### config.mk
export PLATFORM = sky130hd
export DESIGN_NAME = ppvs_sequencer
export DESIGN_NICKNAME = d
export VERILOG_FILES = /design/src/ppvs_pkg.sv /design/src/ppvs_ms_timer.sv /design/src/ppvs_sequencer.sv
export SDC_FILE = /design/constraint.sdc
export NUM_CORES = 1
export LEC_CHECK = 0
export BUFFER_PORTS_ARGS = -buffer_cell sky130_fd_sc_hd__buf_4
export CELL_PAD_IN_SITES_DETAIL_PLACEMENT = 2
export CELL_PAD_IN_SITES_GLOBAL_PLACEMENT = 2
export CORE_MARGIN = 5
export CORE_UTILIZATION = 38
export DETAILED_ROUTE_END_ITERATION = 12
export PLACE_DENSITY = 0.87
export SLEW_MARGIN = 20
export SYNTH_ARGS = -nofsm -noshare
export SYNTH_HDL_FRONTEND = slang
export SYNTH_SLANG_ARGS = --single-unit
### constraint.sdc
create_clock -name clk -period 3.8 [get_ports clk]
set_input_delay 0.19 -clock clk [delete_from_list [all_inputs] [get_ports clk]]
set_output_delay 0.19 -clock clk [all_outputs]
set_load 0.02 [all_outputs]
### src/ppvs_pkg.sv
package ppvs_pkg;
  // ----------------------------------------
  // clock and timing
  // ----------------------------------------
  localparam int CLK_HZ = 40000000;
  localparam int MS_CYCLES = CLK_HZ / 1000;
  localparam logic [9:0] HPD_MAX_MS = 10'd200;
  localparam logic [9:0] AUX_MAX_MS = 10'd200;
  localparam logic [9:0] TRAIN_MIN_MS = 10'd1;
  localparam logic [9:0] VALID_MAX_MS = 10'd50;
  localparam logic [9:0] BL_GAP_MS = 10'd1;
  localparam logic [9:0] OFF_HOLD_MS = 10'd500;
  // ----------------------------------------
  // frame envelope
  // ----------------------------------------
  localparam logic [11:0] LINE_ACTIVE = 12'd1920;
  localparam logic [11:0] LINE_MIN = 12'd2058;
  localparam logic [11:0] LINE_TYP = 12'd2080;
  localparam logic [11:0] LINE_MAX = 12'd2910;
  localparam logic [11:0] FRAME_ACTIVE = 12'd1080;
  localparam logic [11:0] FRAME_MIN = 12'd1103;
  localparam logic [11:0] FRAME_TYP = 12'd1112;
  localparam logic [11:0] FRAME_MAX = 12'd1462;
  // ----------------------------------------
  // register map
  // ----------------------------------------
  localparam logic [7:0] REG_CTRL = 8'h00;
  localparam logic [7:0] REG_DIM = 8'h04;
  localparam logic [7:0] REG_LINE = 8'h08;
  localparam logic [7:0] REG_FRAME = 8'h0c;
  localparam logic [7:0] REG_STATUS = 8'h10;
  localparam int CTRL_RUN = 0;
  localparam int CTRL_VIDEO = 1;
  localparam int CTRL_BL = 2;
  localparam int ST_HPD = 16;
  localparam int ST_SINK = 17;
  localparam int ST_ERR_HPD = 18;
  localparam int ST_ERR_AUX = 19;
  localparam int ST_ERR_VALID = 20;
  localparam logic [7:0] DIM_RESET = 8'h80;
  typedef enum logic [13:0] {
    S_OFF = 14'h0001,
    S_PWR_UP = 14'h0002,
    S_CAP = 14'h0004,
    S_TRAIN = 14'h0008,
    S_IDLE = 14'h0010,
    S_VIDEO = 14'h0020,
    S_BL_RAIL = 14'h0040,
    S_BL_DIM = 14'h0080,
    S_BL_ON = 14'h0100,
    S_BL_EN_OFF = 14'h0200,
    S_BL_DIM_OFF = 14'h0400,
    S_VID_END = 14'h0800,
    S_PWR_OFF = 14'h1000,
    S_SPARE = 14'h2000
  } ppvs_state_t;
endpackage : ppvs_pkg

### src/ppvs_ms_timer.sv
`timescale 1ns/1ps
module ppvs_ms_timer #(
  parameter int MS_CYCLES = 40000
) (
  input wire logic clk,
  input wire logic nrst,
  input wire logic clear,
  output logic tick,
  output logic [9:0] ms
);
  // ----------------------------------------
  // cycle divider, restarted on clear
  // ----------------------------------------
  logic [31:0] div;

  always_ff @(posedge clk or negedge nrst) begin
    if (!nrst) begin
      div <= 32'h0;
      tick <= 1'b0;
    end else if (clear) begin
      div <= 32'h0;
      tick <= 1'b0;
    end else if (div == 32'(MS_CYCLES - 1)) begin
      div <= 32'h0;
      tick <= 1'b1;
    end else begin
      div <= div + 32'h1;
      tick <= 1'b0;
    end
  end

  // whole milliseconds since clear, saturating
  always_ff @(posedge clk or negedge nrst) begin
    if (!nrst) begin
      ms <= 10'h0;
    end else if (clear) begin
      ms <= 10'h0;
    end else if (tick && ms != 10'h3ff) begin
      ms <= ms + 10'h1;
    end
  end
endmodule : ppvs_ms_timer

### src/ppvs_sequencer.sv
// Our own choices: the APB interface to the registers and the register offsets.
`timescale 1ns/1ps
// Operation
// frame has 1080 active lines, total 1103 to 1462 lines
// vertical blanking is total lines minus active lines
// line has 1920 active clocks, total 2058 to 2910 clocks
// horizontal blanking is total clocks minus active clocks
// panel shows black video within 200 ms of logic power
// panel raises hot plug within 200 ms, aux already working
// after hot plug, source reads capability then starts training
// training lasts at least 1 ms
// after training, link idles before valid video
// panel validates video within 50 ms and sets sink status
// panel clears sink status when video ends, shows black
// backlight on only with stable video, off before video ends
// logic power removed within 500 ms of video end; the code drops it at once if CTRL_RUN is clear, else keeps it on in S_IDLE
// dimming applied at least 1 ms after backlight rail up
// backlight enable at least 1 ms after dimming applied
// dimming removed at least 1 ms after enable drops
// backlight rail dropped at least 1 ms after dimming removed
// panel blanks at power-on and on no-video-stream flag
// panel may offer a debug control disabling auto black
// aux polling after power-on is retried until answered; the code holds aux_cap_req up to AUX_MAX_MS, then sets the aux error
// enable switches converter, separate input carries dimming pwm
// panel shows black until valid video is validated
module ppvs_sequencer #(
  parameter int MS_CYCLES = ppvs_pkg::MS_CYCLES,
  parameter int PWM_DIV = 200
) (
  input wire logic clk,
  input wire logic nrst,
  input wire logic psel,
  input wire logic penable,
  input wire logic pwrite,
  input wire logic [7:0] paddr,
  input wire logic [31:0] pwdata,
  output logic [31:0] prdata,
  output logic pready,
  output logic pslverr,
  input wire logic hpd,
  output logic aux_cap_req,
  input wire logic aux_cap_ack,
  output logic link_train_req,
  input wire logic link_train_done,
  output logic link_idle,
  output logic video_valid,
  output logic no_video_flag,
  input wire logic sink_status_valid,
  output logic active_video_window,
  output logic line_start,
  output logic frame_start,
  output logic panel_logic_power,
  output logic backlight_power_rail,
  output logic backlight_dimming_in,
  output logic backlight_enable_in
);
  import ppvs_pkg::*;

  // ----------------------------------------
  // helpers
  // ----------------------------------------
  function automatic logic [11:0] clamp12(input logic [11:0] v, input logic [11:0] lo,
                                          input logic [11:0] hi);
    clamp12 = (v < lo) ? lo : ((v > hi) ? hi : v);
  endfunction : clamp12

  // ----------------------------------------
  // registers
  // ----------------------------------------
  logic [2:0] ctrl;
  logic [7:0] dim_duty;
  logic [11:0] line_total;
  logic [11:0] frame_total;
  logic [2:0] err;
  logic hpd_meta;
  logic hpd_s;
  ppvs_state_t state;
  ppvs_state_t next_state;
  logic tclear;
  logic [9:0] ms;
  logic wr;
  logic rd;
  logic mapped;
  logic set_err_hpd;
  logic set_err_aux;
  logic set_err_valid;

  assign wr = psel && penable && pwrite;
  assign rd = psel && penable && !pwrite;
  assign mapped = (paddr == REG_CTRL) || (paddr == REG_DIM) || (paddr == REG_LINE) ||
                  (paddr == REG_FRAME) || (paddr == REG_STATUS);
  assign pready = 1'b1;
  assign pslverr = psel && penable && !mapped;

  always_ff @(posedge clk or negedge nrst) begin
    if (!nrst) begin
      ctrl <= 3'h0;
      dim_duty <= DIM_RESET;
      line_total <= LINE_TYP;
      frame_total <= FRAME_TYP;
    end else if (wr) begin
      case (paddr)
        REG_CTRL: ctrl <= pwdata[2:0];
        REG_DIM: dim_duty <= pwdata[7:0];
        REG_LINE: line_total <= clamp12(pwdata[11:0], LINE_MIN, LINE_MAX);
        REG_FRAME: frame_total <= clamp12(pwdata[11:0], FRAME_MIN, FRAME_MAX);
        default: ;
      endcase
    end
  end

  // sticky errors, set wins over write-one-to-clear
  always_ff @(posedge clk or negedge nrst) begin
    if (!nrst) begin
      err <= 3'h0;
    end else begin
      err <= (err & ~((wr && paddr == REG_STATUS) ? pwdata[ST_ERR_VALID:ST_ERR_HPD] : 3'h0))
             | {set_err_valid, set_err_aux, set_err_hpd};
    end
  end

  always_ff @(posedge clk or negedge nrst) begin
    if (!nrst) begin
      prdata <= 32'h0;
    end else if (psel && !penable && !pwrite) begin
      case (paddr)
        REG_CTRL: prdata <= {29'h0, ctrl};
        REG_DIM: prdata <= {24'h0, dim_duty};
        REG_LINE: prdata <= {20'h0, line_total};
        REG_FRAME: prdata <= {20'h0, frame_total};
        REG_STATUS: prdata <= {11'h0, err, sink_status_valid, hpd_s, 2'h0, state};
        default: prdata <= 32'h0;
      endcase
    end
  end

  // ----------------------------------------
  // hot plug synchroniser
  // ----------------------------------------
  always_ff @(posedge clk or negedge nrst) begin
    if (!nrst) begin
      hpd_meta <= 1'b0;
      hpd_s <= 1'b0;
    end else begin
      hpd_meta <= hpd;
      hpd_s <= hpd_meta;
    end
  end

  // ----------------------------------------
  // millisecond timer, restarted per state
  // ----------------------------------------
  assign tclear = (next_state != state);

  ppvs_ms_timer #(
    .MS_CYCLES(MS_CYCLES)
  ) u_timer (
    .clk(clk),
    .nrst(nrst),
    .clear(tclear),
    .tick(),
    .ms(ms)
  );

  // ----------------------------------------
  // sequencer
  // ----------------------------------------
  always_comb begin
    next_state = state;
    set_err_hpd = 1'b0;
    set_err_aux = 1'b0;
    set_err_valid = 1'b0;
    case (state)
      S_OFF: begin
        if (ctrl[CTRL_RUN]) next_state = S_PWR_UP;
      end
      S_PWR_UP: begin
        if (hpd_s) begin
          next_state = S_CAP;
        end else if (ms >= HPD_MAX_MS || !ctrl[CTRL_RUN]) begin
          set_err_hpd = ctrl[CTRL_RUN];
          next_state = S_PWR_OFF;
        end
      end
      S_CAP: begin
        if (aux_cap_ack) begin
          next_state = S_TRAIN;
        end else if (ms >= AUX_MAX_MS || !ctrl[CTRL_RUN]) begin
          set_err_aux = ctrl[CTRL_RUN];
          next_state = S_PWR_OFF;
        end
      end
      S_TRAIN: begin
        if (link_train_done && ms >= TRAIN_MIN_MS) next_state = S_IDLE;
      end
      S_IDLE: begin
        if (!ctrl[CTRL_RUN]) next_state = S_PWR_OFF;
        else if (ctrl[CTRL_VIDEO]) next_state = S_VIDEO;
      end
      S_VIDEO: begin
        if (!ctrl[CTRL_RUN] || !ctrl[CTRL_VIDEO]) begin
          next_state = S_VID_END;
        end else if (!sink_status_valid && ms == VALID_MAX_MS) begin
          set_err_valid = 1'b1;
        end else if (sink_status_valid && ctrl[CTRL_BL]) begin
          next_state = S_BL_RAIL;
        end
      end
      S_BL_RAIL: begin
        if (ms >= BL_GAP_MS) next_state = S_BL_DIM;
      end
      S_BL_DIM: begin
        if (ms >= BL_GAP_MS) next_state = S_BL_ON;
      end
      S_BL_ON: begin
        if (!ctrl[CTRL_BL] || !ctrl[CTRL_VIDEO] || !ctrl[CTRL_RUN] || !sink_status_valid) begin
          next_state = S_BL_EN_OFF;
        end
      end
      S_BL_EN_OFF: begin
        if (ms >= BL_GAP_MS) next_state = S_BL_DIM_OFF;
      end
      S_BL_DIM_OFF: begin
        if (ms >= BL_GAP_MS) next_state = S_VIDEO;
      end
      S_VID_END: begin
        next_state = ctrl[CTRL_RUN] ? S_IDLE : S_PWR_OFF;
      end
      S_PWR_OFF: begin
        if (ms >= OFF_HOLD_MS && !ctrl[CTRL_RUN]) next_state = S_OFF;
      end
      default: next_state = S_OFF;
    endcase
  end

  always_ff @(posedge clk or negedge nrst) begin
    if (!nrst) begin
      state <= S_OFF;
    end else begin
      state <= next_state;
    end
  end

  // ----------------------------------------
  // pin and link outputs
  // ----------------------------------------
  logic vid_on;
  logic bl_rail_on;
  logic bl_dim_on;
  logic [15:0] pwm_pre;
  logic [7:0] pwm_cnt;

  assign vid_on = (state == S_VIDEO) || (state == S_BL_RAIL) || (state == S_BL_DIM) ||
                  (state == S_BL_ON) || (state == S_BL_EN_OFF) || (state == S_BL_DIM_OFF);
  assign bl_rail_on = (state == S_BL_RAIL) || (state == S_BL_DIM) || (state == S_BL_ON) ||
                      (state == S_BL_EN_OFF) || (state == S_BL_DIM_OFF);
  assign bl_dim_on = (state == S_BL_DIM) || (state == S_BL_ON) || (state == S_BL_EN_OFF);

  always_ff @(posedge clk or negedge nrst) begin
    if (!nrst) begin
      panel_logic_power <= 1'b0;
      aux_cap_req <= 1'b0;
      link_train_req <= 1'b0;
      link_idle <= 1'b0;
      video_valid <= 1'b0;
      no_video_flag <= 1'b1;
      backlight_power_rail <= 1'b0;
      backlight_enable_in <= 1'b0;
    end else begin
      panel_logic_power <= (next_state != S_OFF) && (next_state != S_PWR_OFF);
      aux_cap_req <= (next_state == S_CAP);
      link_train_req <= (next_state == S_TRAIN);
      link_idle <= (next_state == S_IDLE) || (next_state == S_VID_END);
      video_valid <= vid_on;
      no_video_flag <= !vid_on;
      backlight_power_rail <= bl_rail_on;
      backlight_enable_in <= (state == S_BL_ON);
    end
  end

  // dimming pwm, low whenever the dimming phase is off
  always_ff @(posedge clk or negedge nrst) begin
    if (!nrst) begin
      pwm_pre <= 16'h0;
      pwm_cnt <= 8'h0;
      backlight_dimming_in <= 1'b0;
    end else begin
      if (pwm_pre == 16'(PWM_DIV - 1)) begin
        pwm_pre <= 16'h0;
        pwm_cnt <= pwm_cnt + 8'h1;
      end else begin
        pwm_pre <= pwm_pre + 16'h1;
      end
      backlight_dimming_in <= bl_dim_on && (pwm_cnt < dim_duty || dim_duty == 8'hff);
    end
  end

  // ----------------------------------------
  // frame timing generator
  // ----------------------------------------
  logic [11:0] hcnt;
  logic [11:0] vcnt;

  always_ff @(posedge clk or negedge nrst) begin
    if (!nrst) begin
      hcnt <= 12'h0;
      vcnt <= 12'h0;
    end else if (!vid_on) begin
      hcnt <= 12'h0;
      vcnt <= 12'h0;
    end else if (hcnt == line_total - 12'h1) begin
      hcnt <= 12'h0;
      vcnt <= (vcnt == frame_total - 12'h1) ? 12'h0 : vcnt + 12'h1;
    end else begin
      hcnt <= hcnt + 12'h1;
    end
  end

  always_ff @(posedge clk or negedge nrst) begin
    if (!nrst) begin
      active_video_window <= 1'b0;
      line_start <= 1'b0;
      frame_start <= 1'b0;
    end else begin
      active_video_window <= vid_on && hcnt < LINE_ACTIVE && vcnt < FRAME_ACTIVE;
      line_start <= vid_on && hcnt == 12'h0;
      frame_start <= vid_on && hcnt == 12'h0 && vcnt == 12'h0;
    end
  end

  // ----------------------------------------
  // checks
  // ----------------------------------------
  chk_line_bounds: assert property (@(posedge clk) disable iff (!nrst)
    line_total >= LINE_MIN && line_total <= LINE_MAX)
    else $error("line total out of range");
  chk_frame_bounds: assert property (@(posedge clk) disable iff (!nrst)
    frame_total >= FRAME_MIN && frame_total <= FRAME_MAX)
    else $error("frame total out of range");
  chk_hblank_gap: assert property (@(posedge clk) disable iff (!nrst)
    (hcnt >= LINE_ACTIVE) |=> !active_video_window)
    else $error("active window during line blanking");
  chk_vblank_gap: assert property (@(posedge clk) disable iff (!nrst)
    (vcnt >= FRAME_ACTIVE) |=> !active_video_window)
    else $error("active window during frame blanking");
  chk_train_min: assert property (@(posedge clk) disable iff (!nrst)
    (state == S_TRAIN && next_state == S_IDLE) |-> ms >= TRAIN_MIN_MS)
    else $error("training ended too early");
  chk_idle_before: assert property (@(posedge clk) disable iff (!nrst)
    $rose(video_valid) |-> $past(link_idle, 2))
    else $error("video without idle link");
  chk_bl_video: assert property (@(posedge clk) disable iff (!nrst)
    backlight_enable_in |-> video_valid && sink_status_valid)
    else $error("backlight on without stable video");
  chk_rail_dim: assert property (@(posedge clk) disable iff (!nrst)
    (state == S_BL_RAIL && next_state == S_BL_DIM) |-> ms >= BL_GAP_MS)
    else $error("dimming too soon after rail");
  chk_dim_en: assert property (@(posedge clk) disable iff (!nrst)
    $rose(backlight_enable_in) |-> $past(state) == S_BL_ON && $past(ms, 2) >= BL_GAP_MS)
    else $error("enable too soon after dimming");
  chk_en_dim_off: assert property (@(posedge clk) disable iff (!nrst)
    (state == S_BL_EN_OFF && next_state == S_BL_DIM_OFF) |-> ms >= BL_GAP_MS)
    else $error("dimming removed too soon");
  chk_dim_rail_off: assert property (@(posedge clk) disable iff (!nrst)
    (state == S_BL_DIM_OFF && next_state == S_VIDEO) |-> ms >= BL_GAP_MS)
    else $error("rail dropped too soon");
  chk_off_prompt: assert property (@(posedge clk) disable iff (!nrst)
    (state == S_VID_END && !ctrl[CTRL_RUN]) |-> ##[1:2] !panel_logic_power)
    else $error("logic power kept after video end");
endmodule : ppvs_sequencer
* Word level (Yosys, flattened, before mapping)
Index checks and enable logic that the tools add are counted.
Operators by class: bitwise gates (word level) 3, mux-type cells 44, order comparisons 10, reduce and logical (&&, ||, !) cells 55, eq/ne operators 32, add/subtract/negate cells 8
Operators with widths (number):
- 2-to-1 mux 14 bit | 16
- one-hot mux 14 bit (13 select lines) | 1
- 2-to-1 mux 12 bit | 9
- one-hot mux 21 bit (5 select lines) | 1
- 2-to-1 mux 32 bit | 2
- < comparator 12 x 11 -> 1 bit (second input constant) | 3
- adder 32 x 1 -> 32 bit (second input constant) | 1
- == test 32 x 16 -> 1 bit (second input constant) | 1
- == test 14 x 12 -> 1 bit (second input constant) | 2
- == test 14 x 3 -> 1 bit (second input constant) | 2
- == test 14 x 4 -> 1 bit (second input constant) | 2
- == test 14 x 5 -> 1 bit (second input constant) | 2
- adder 12 x 1 -> 12 bit (second input constant) | 2
- == test 12 bit | 2
- logical NOT 12 bit | 2
- subtractor 12 x 1 -> 12 bit (second input constant) | 2
- logical OR 1 bit | 22
- 2-to-1 mux 10 bit | 2
- logical AND 1 bit | 17
- adder 16 x 1 -> 16 bit (second input constant) | 1
- == test 16 x 8 -> 1 bit (second input constant) | 1
- == test 8 x 4 -> 1 bit (second input constant) | 2
- 2-to-1 mux 16 bit | 1
- == test 14 x 1 -> 1 bit (second input constant) | 1
- other kinds (36) | 55
Word-level totals: bits in registers 189, input port bits 49, logic and storage cells 180

* Logic depth before layout (Yosys ltp)
depth after elaboration 8, mapped depth 12, depth with buffers taken out 10

* Hierarchy
From an unflattened synthesis, not the netlist that was laid out.
Second synthesis, totals: cell total of the unflattened synthesis 1074, area total of the unflattened synthesis 10134.7 µm²
By module, submodules not included:
- ppvs_sequencer | instances 1, area each 7836.3 µm², seq. area each 3339.5 µm², cells each 830
- ppvs_ms_timer | instances 1, area each 2298.5 µm², seq. area each 1076.0 µm², cells each 244

* Least setup slack after synthesis
Ideal clock, no wire load.
path kind reg-to-reg, start register line_total[5], end register vcnt[8], setup time 0.064 ns, arrival time 2.669 ns, path slack 1.067 ns, cell stages (with the launch flop) 11, required time 3.736 ns, cells stage by stage dfstp_2 -> buf_6 -> or4_4 -> or3_1 -> o311a_1 -> o21ai_2 -> o211ai_2 -> or3_4 -> buf_6 -> nor3b_2 -> a21o_1
Between the ends: longest elaborated chain between the ends 3
Ends and longest elaborated chain:
- start: declaration | RTL line ppvs_sequencer.sv:72 | logic [11:0] line_total;
- start signal: assignment | RTL line ppvs_sequencer.sv:105 | REG_LINE: line_total <= clamp12(pwdata[11:0], LINE_MIN, LINE_MAX);
- subtractor 12 x 1 -> 12 bit | RTL line ppvs_sequencer.sv:311 | end else if (hcnt == line_total - 12'h1) begin
- == test 12 bit | RTL line ppvs_sequencer.sv:311
- != test 2 x 1 -> 1 bit (no source line)
- end signal: assignment | RTL line ppvs_sequencer.sv:313 | vcnt <= (vcnt == frame_total - 12'h1) ? 12'h0 : vcnt + 12'h1;
- end: declaration | RTL line ppvs_sequencer.sv:302 | logic [11:0] vcnt;
Every way passes these cells. A chain may end at the register's enable or synchronous reset.

* Worst setup path in the final report
start register u_timer.ms[1], end register u_timer.div[9]
Between the ends: longest elaborated chain between the ends 7, elaborated cells on any way between the ends 22, those cells by class order compare (3); eq/ne (2); mux (13); reduce/logical (4)
Ends and longest elaborated chain:
- start: declaration | RTL line ppvs_ms_timer.sv:9 | output logic [9:0] ms
- start signal: assignment | RTL line ppvs_ms_timer.sv:39 | ms <= ms + 10'h1;
- >= comparator 10 x 8 -> 1 bit or == test 10 x 6 -> 1 bit (tied branches) | RTL line ppvs_sequencer.sv:180, ppvs_sequencer.sv:188, ppvs_sequencer.sv:203
- logical OR 1 bit or logical AND 1 bit (tied branches) | RTL line ppvs_sequencer.sv:180, ppvs_sequencer.sv:188, ppvs_sequencer.sv:203
- 2-to-1 mux 14 bit, on equally long branches | RTL line ppvs_sequencer.sv:180, ppvs_sequencer.sv:188, ppvs_sequencer.sv:203
- 2-to-1 mux 14 bit, on equally long branches | RTL line ppvs_sequencer.sv:186, ppvs_sequencer.sv:178, ppvs_sequencer.sv:201
- one-hot mux 14 bit (13 select lines) * | RTL line ppvs_sequencer.sv:173 | case (state)
- != test 14 bit * | RTL line ppvs_sequencer.sv:153 | assign tclear = (next_state != state);
- 2-to-1 mux 32 bit * | RTL line ppvs_ms_timer.sv:20 | end else if (clear) begin
- end signal: assignment | RTL line ppvs_ms_timer.sv:27 | div <= div + 32'h1;
- end: declaration | RTL line ppvs_ms_timer.sv:14 | logic [31:0] div;
Every way passes the cells marked *; elsewhere a longest branch is shown, timed or not.

==> run metrics <==
design area ~11000 sq um; I/O Buffers between 60 and 70; full die area slightly below 30000 sq um; Critical Path AT ~3.8 ns; RSZ-0062 raised after global routing no; Gate Count Post-Synth 1045; Final Wtd Congestion ~0.83; commonest non-fill, non-tap cell in the layout dfrtp_1; fin crit period approximately 3.4 ns; Boundary Pins 95; overall routed net length approximately 34000 um; Root Driver clkbuf_16; Unique masters post-synth 80; Final Util between 40 and 50%; CTS tree built; H-tree depth 4; layout cells sized above 1 between 10 and 15%; # diodes 0; clock skew 0.01999 ns; grt ovf 0; Power Dens Cells ~350 nW/um^2; Core ar. around 26000 sq um; Area Overhead vs Synth 13.36%; nets between 1000 and 1500; Peak VDD IR ~200 uV; Starting DRT DRC Count about 560; ANT nets after route 0; P_int 2.879 mW; Worst EP required between 4 and 5 ns; vias in the first global route 9532; Most used DFF post-synth dfrtp_1; Switching Fraction a little over a quarter; WL per Instance ~23 um; pre-CTS setup slack ~0.64 ns; Die Span Y around 170 um; Final HPWL DP ~23000 um; Seq cells post-synth between 150 and 200; average size of a mapped cell 9.440 sq um; share of power burned in registers 48.7%; Worst-Skew Late Latency 0.44 ns; vias per cell about 5.8; Worst Slack Setup Final ~0.36 ns; Worst Hold Class in2reg; Sw Pwr slightly above 1 mW; sequential share of the synthesized area 44.76%; DRC viols 0; cts repair resizes 0; first-pass GRT wire length about 55000 um; achievable frequency 0.2905 GHz; Longest Clk Path Bufs 2; via count approximately 8400; worst-path fanout max 32; chip width 171.1 um; crit path launch type flip-flop; TritonCTS Sinks 176; final slew viol count 0; slew margin rel. 49.13%; setup TNS 0 ns; Slew @ Worst Pin 0.7630 ns; Synth warnings 0; part of the power in combinational logic under 10%; Mapped Area 9864 sq um; WS Path Type reg2reg; GRT Total Usage between 20% and 30%; Clk pwr share 45.8%; Initial Util 38.18%; initial antenna violation count 0; Post-synth EDFFs 0; final setup vio count 0; leading cell types in the layout, fill and taps excluded dfrtp_1 (167), nor2_1 (107), nand2_1 (104); DR pass1 iterations 5; largest net degree at the start of global routing 75; CTS Buf Count 17; Clock transition at path regs 0.08 ns; Core Rows between 50 and 60; Fin. Hold Viols 0; fill count between 2000 and 3000; fin crit share between 90% and 100%; leak pwr about 5 nW; Area after DPL ~11000 sq um; FFs w/ async S/R, synth 100.0%; crit end category flip-flop; status completed; Maximum Capacitance Violations 0
metrics by stage:
stage,std cells,hold slack (ns),total power [mW]
floorplan,1058,-0.1056,2.035
global placement,1416,0.2710,2.137
detailed placement,1416,0.2827,2.149
CTS,1450,0.03406,3.946
global route,1450,0.04085,4.057
finish,1450,0.04665,3.909
area by class of cell:
class                      instances  area (sq um)  area share (%)
clock buffer                      19         432.9           3.872
timing repair buffer              80         609.3           5.449
sequential                       176          4415           39.49
clock inverter                    13         142.6           1.276
tap                              335         419.2           3.748
inverter                          33         123.9           1.108
multi-input combinational        794          5039           45.06
power groups by stage:
stage	Clock, mW	Sequential (mW)	Combinational (mW)
2_1_floorplan	0	1.93	0.104
3_3_place_gp	0	1.94	0.200
3_5_place_dp	0	1.94	0.211
4_1_cts	1.83	1.90	0.219
5_1_grt	1.91	1.90	0.239
6_report	1.79	1.90	0.217
registers in the layout, summed over array words and instances (netlist names), 8 cells and up:
register,count
pwm_cnt,8
vcnt,12
frame_total,12
dim_duty,8
line_total,12
u_timer.ms,10
pwm_pre,16
u_timer.div,32
state,14
prdata,19
hcnt,12
cell families (layout without fill, tap and decap cells):
| family | count (synthesis) | after routing | share of synthesized area (%) |
|---|---|---|---|
| AND/OR/NAND/NOR | 458 | 458 | 24.40 |
| flip-flops | 176 | 176 | 44.76 |
| AO/OA/AOI/OAI | 166 | 166 | 10.83 |
| XOR/XNOR | 104 | 104 | 9.373 |
| buffers and inverters | 88 | 145 | 4.655 |
| multiplexers | 30 | 30 | 3.234 |
| adder cells (fa/ha/maj) | 21 | 21 | 2.664 |
| other | 2 | 15 | 0.07613 |
path summary, 6_finish.rpt:
path                                           startpoint                       end  slack, ns  cells after the start
worst max-delay path            u_timer.ms[1]$_DFFE_PN0P_  u_timer.div[9]$_DFF_PN0_       0.36                     11
worst min-delay path                           pwdata[20]          err[2]$_DFF_PN0_       0.05                      4
worst max register to register  u_timer.ms[1]$_DFFE_PN0P_  u_timer.div[9]$_DFF_PN0_       0.36                     11
worst min register to register         hpd_meta$_DFF_PN0_           hpd_s$_DFF_PN0_       0.37                      0
max in group asynchronous                            nrst   dim_duty[7]$_DFFE_PN1P_       2.38                      3
min in group asynchronous                            nrst    prdata[19]$_DFFE_PN0P_       0.36                      2
timing repair:
action                                 in CTS  in global routing
endpoints found under the hold margin      71                  0
hold buffers                                2                  0
setup buffers                               0                  0
metal layers:
layer | track usage (%) | part of all wire, % | wire, um
met3 | 4.020 | 4.0 | 1354
met1 | 28.62 | 41 | 13960
met2 | 41.74 | 51 | 17420
met5 | 0 | 0 | 0
met4 | 9.852 | 3.5 | 1188
cell usage after synthesis, drive strengths merged, types with 19 or more instances:
master  number  area [sq um]
dfrtp      167          4179
nor2       107         401.6
nand2      104         390.4
o21ai       65         329.1
xor2        62         543.0
nand3       57         285.3
xnor2       41         359.1
clkbuf      35         167.7
inv         33         123.9
nand4       29         181.4
nor3        26         135.1
a21oi       25         125.1
and3        23         147.6
ha          21         262.8
buf         20         167.7
nor3b       20         185.2
nor4        19         133.9
critical path: stages (launching register included):
cell       delay (ns)
dfrtp_1          0.44
inv_1            0.11
ha_1             0.19
nor4b_1          0.32
nand4_1          0.40
a2111oi_0        0.66
o21ai_0          0.22
o211ai_1         0.22
nor2_1           0.14
or2_1            0.25
buf_4            0.24
nor2_1           0.17
No activity file was read; power rests on OpenSTA's default activity.
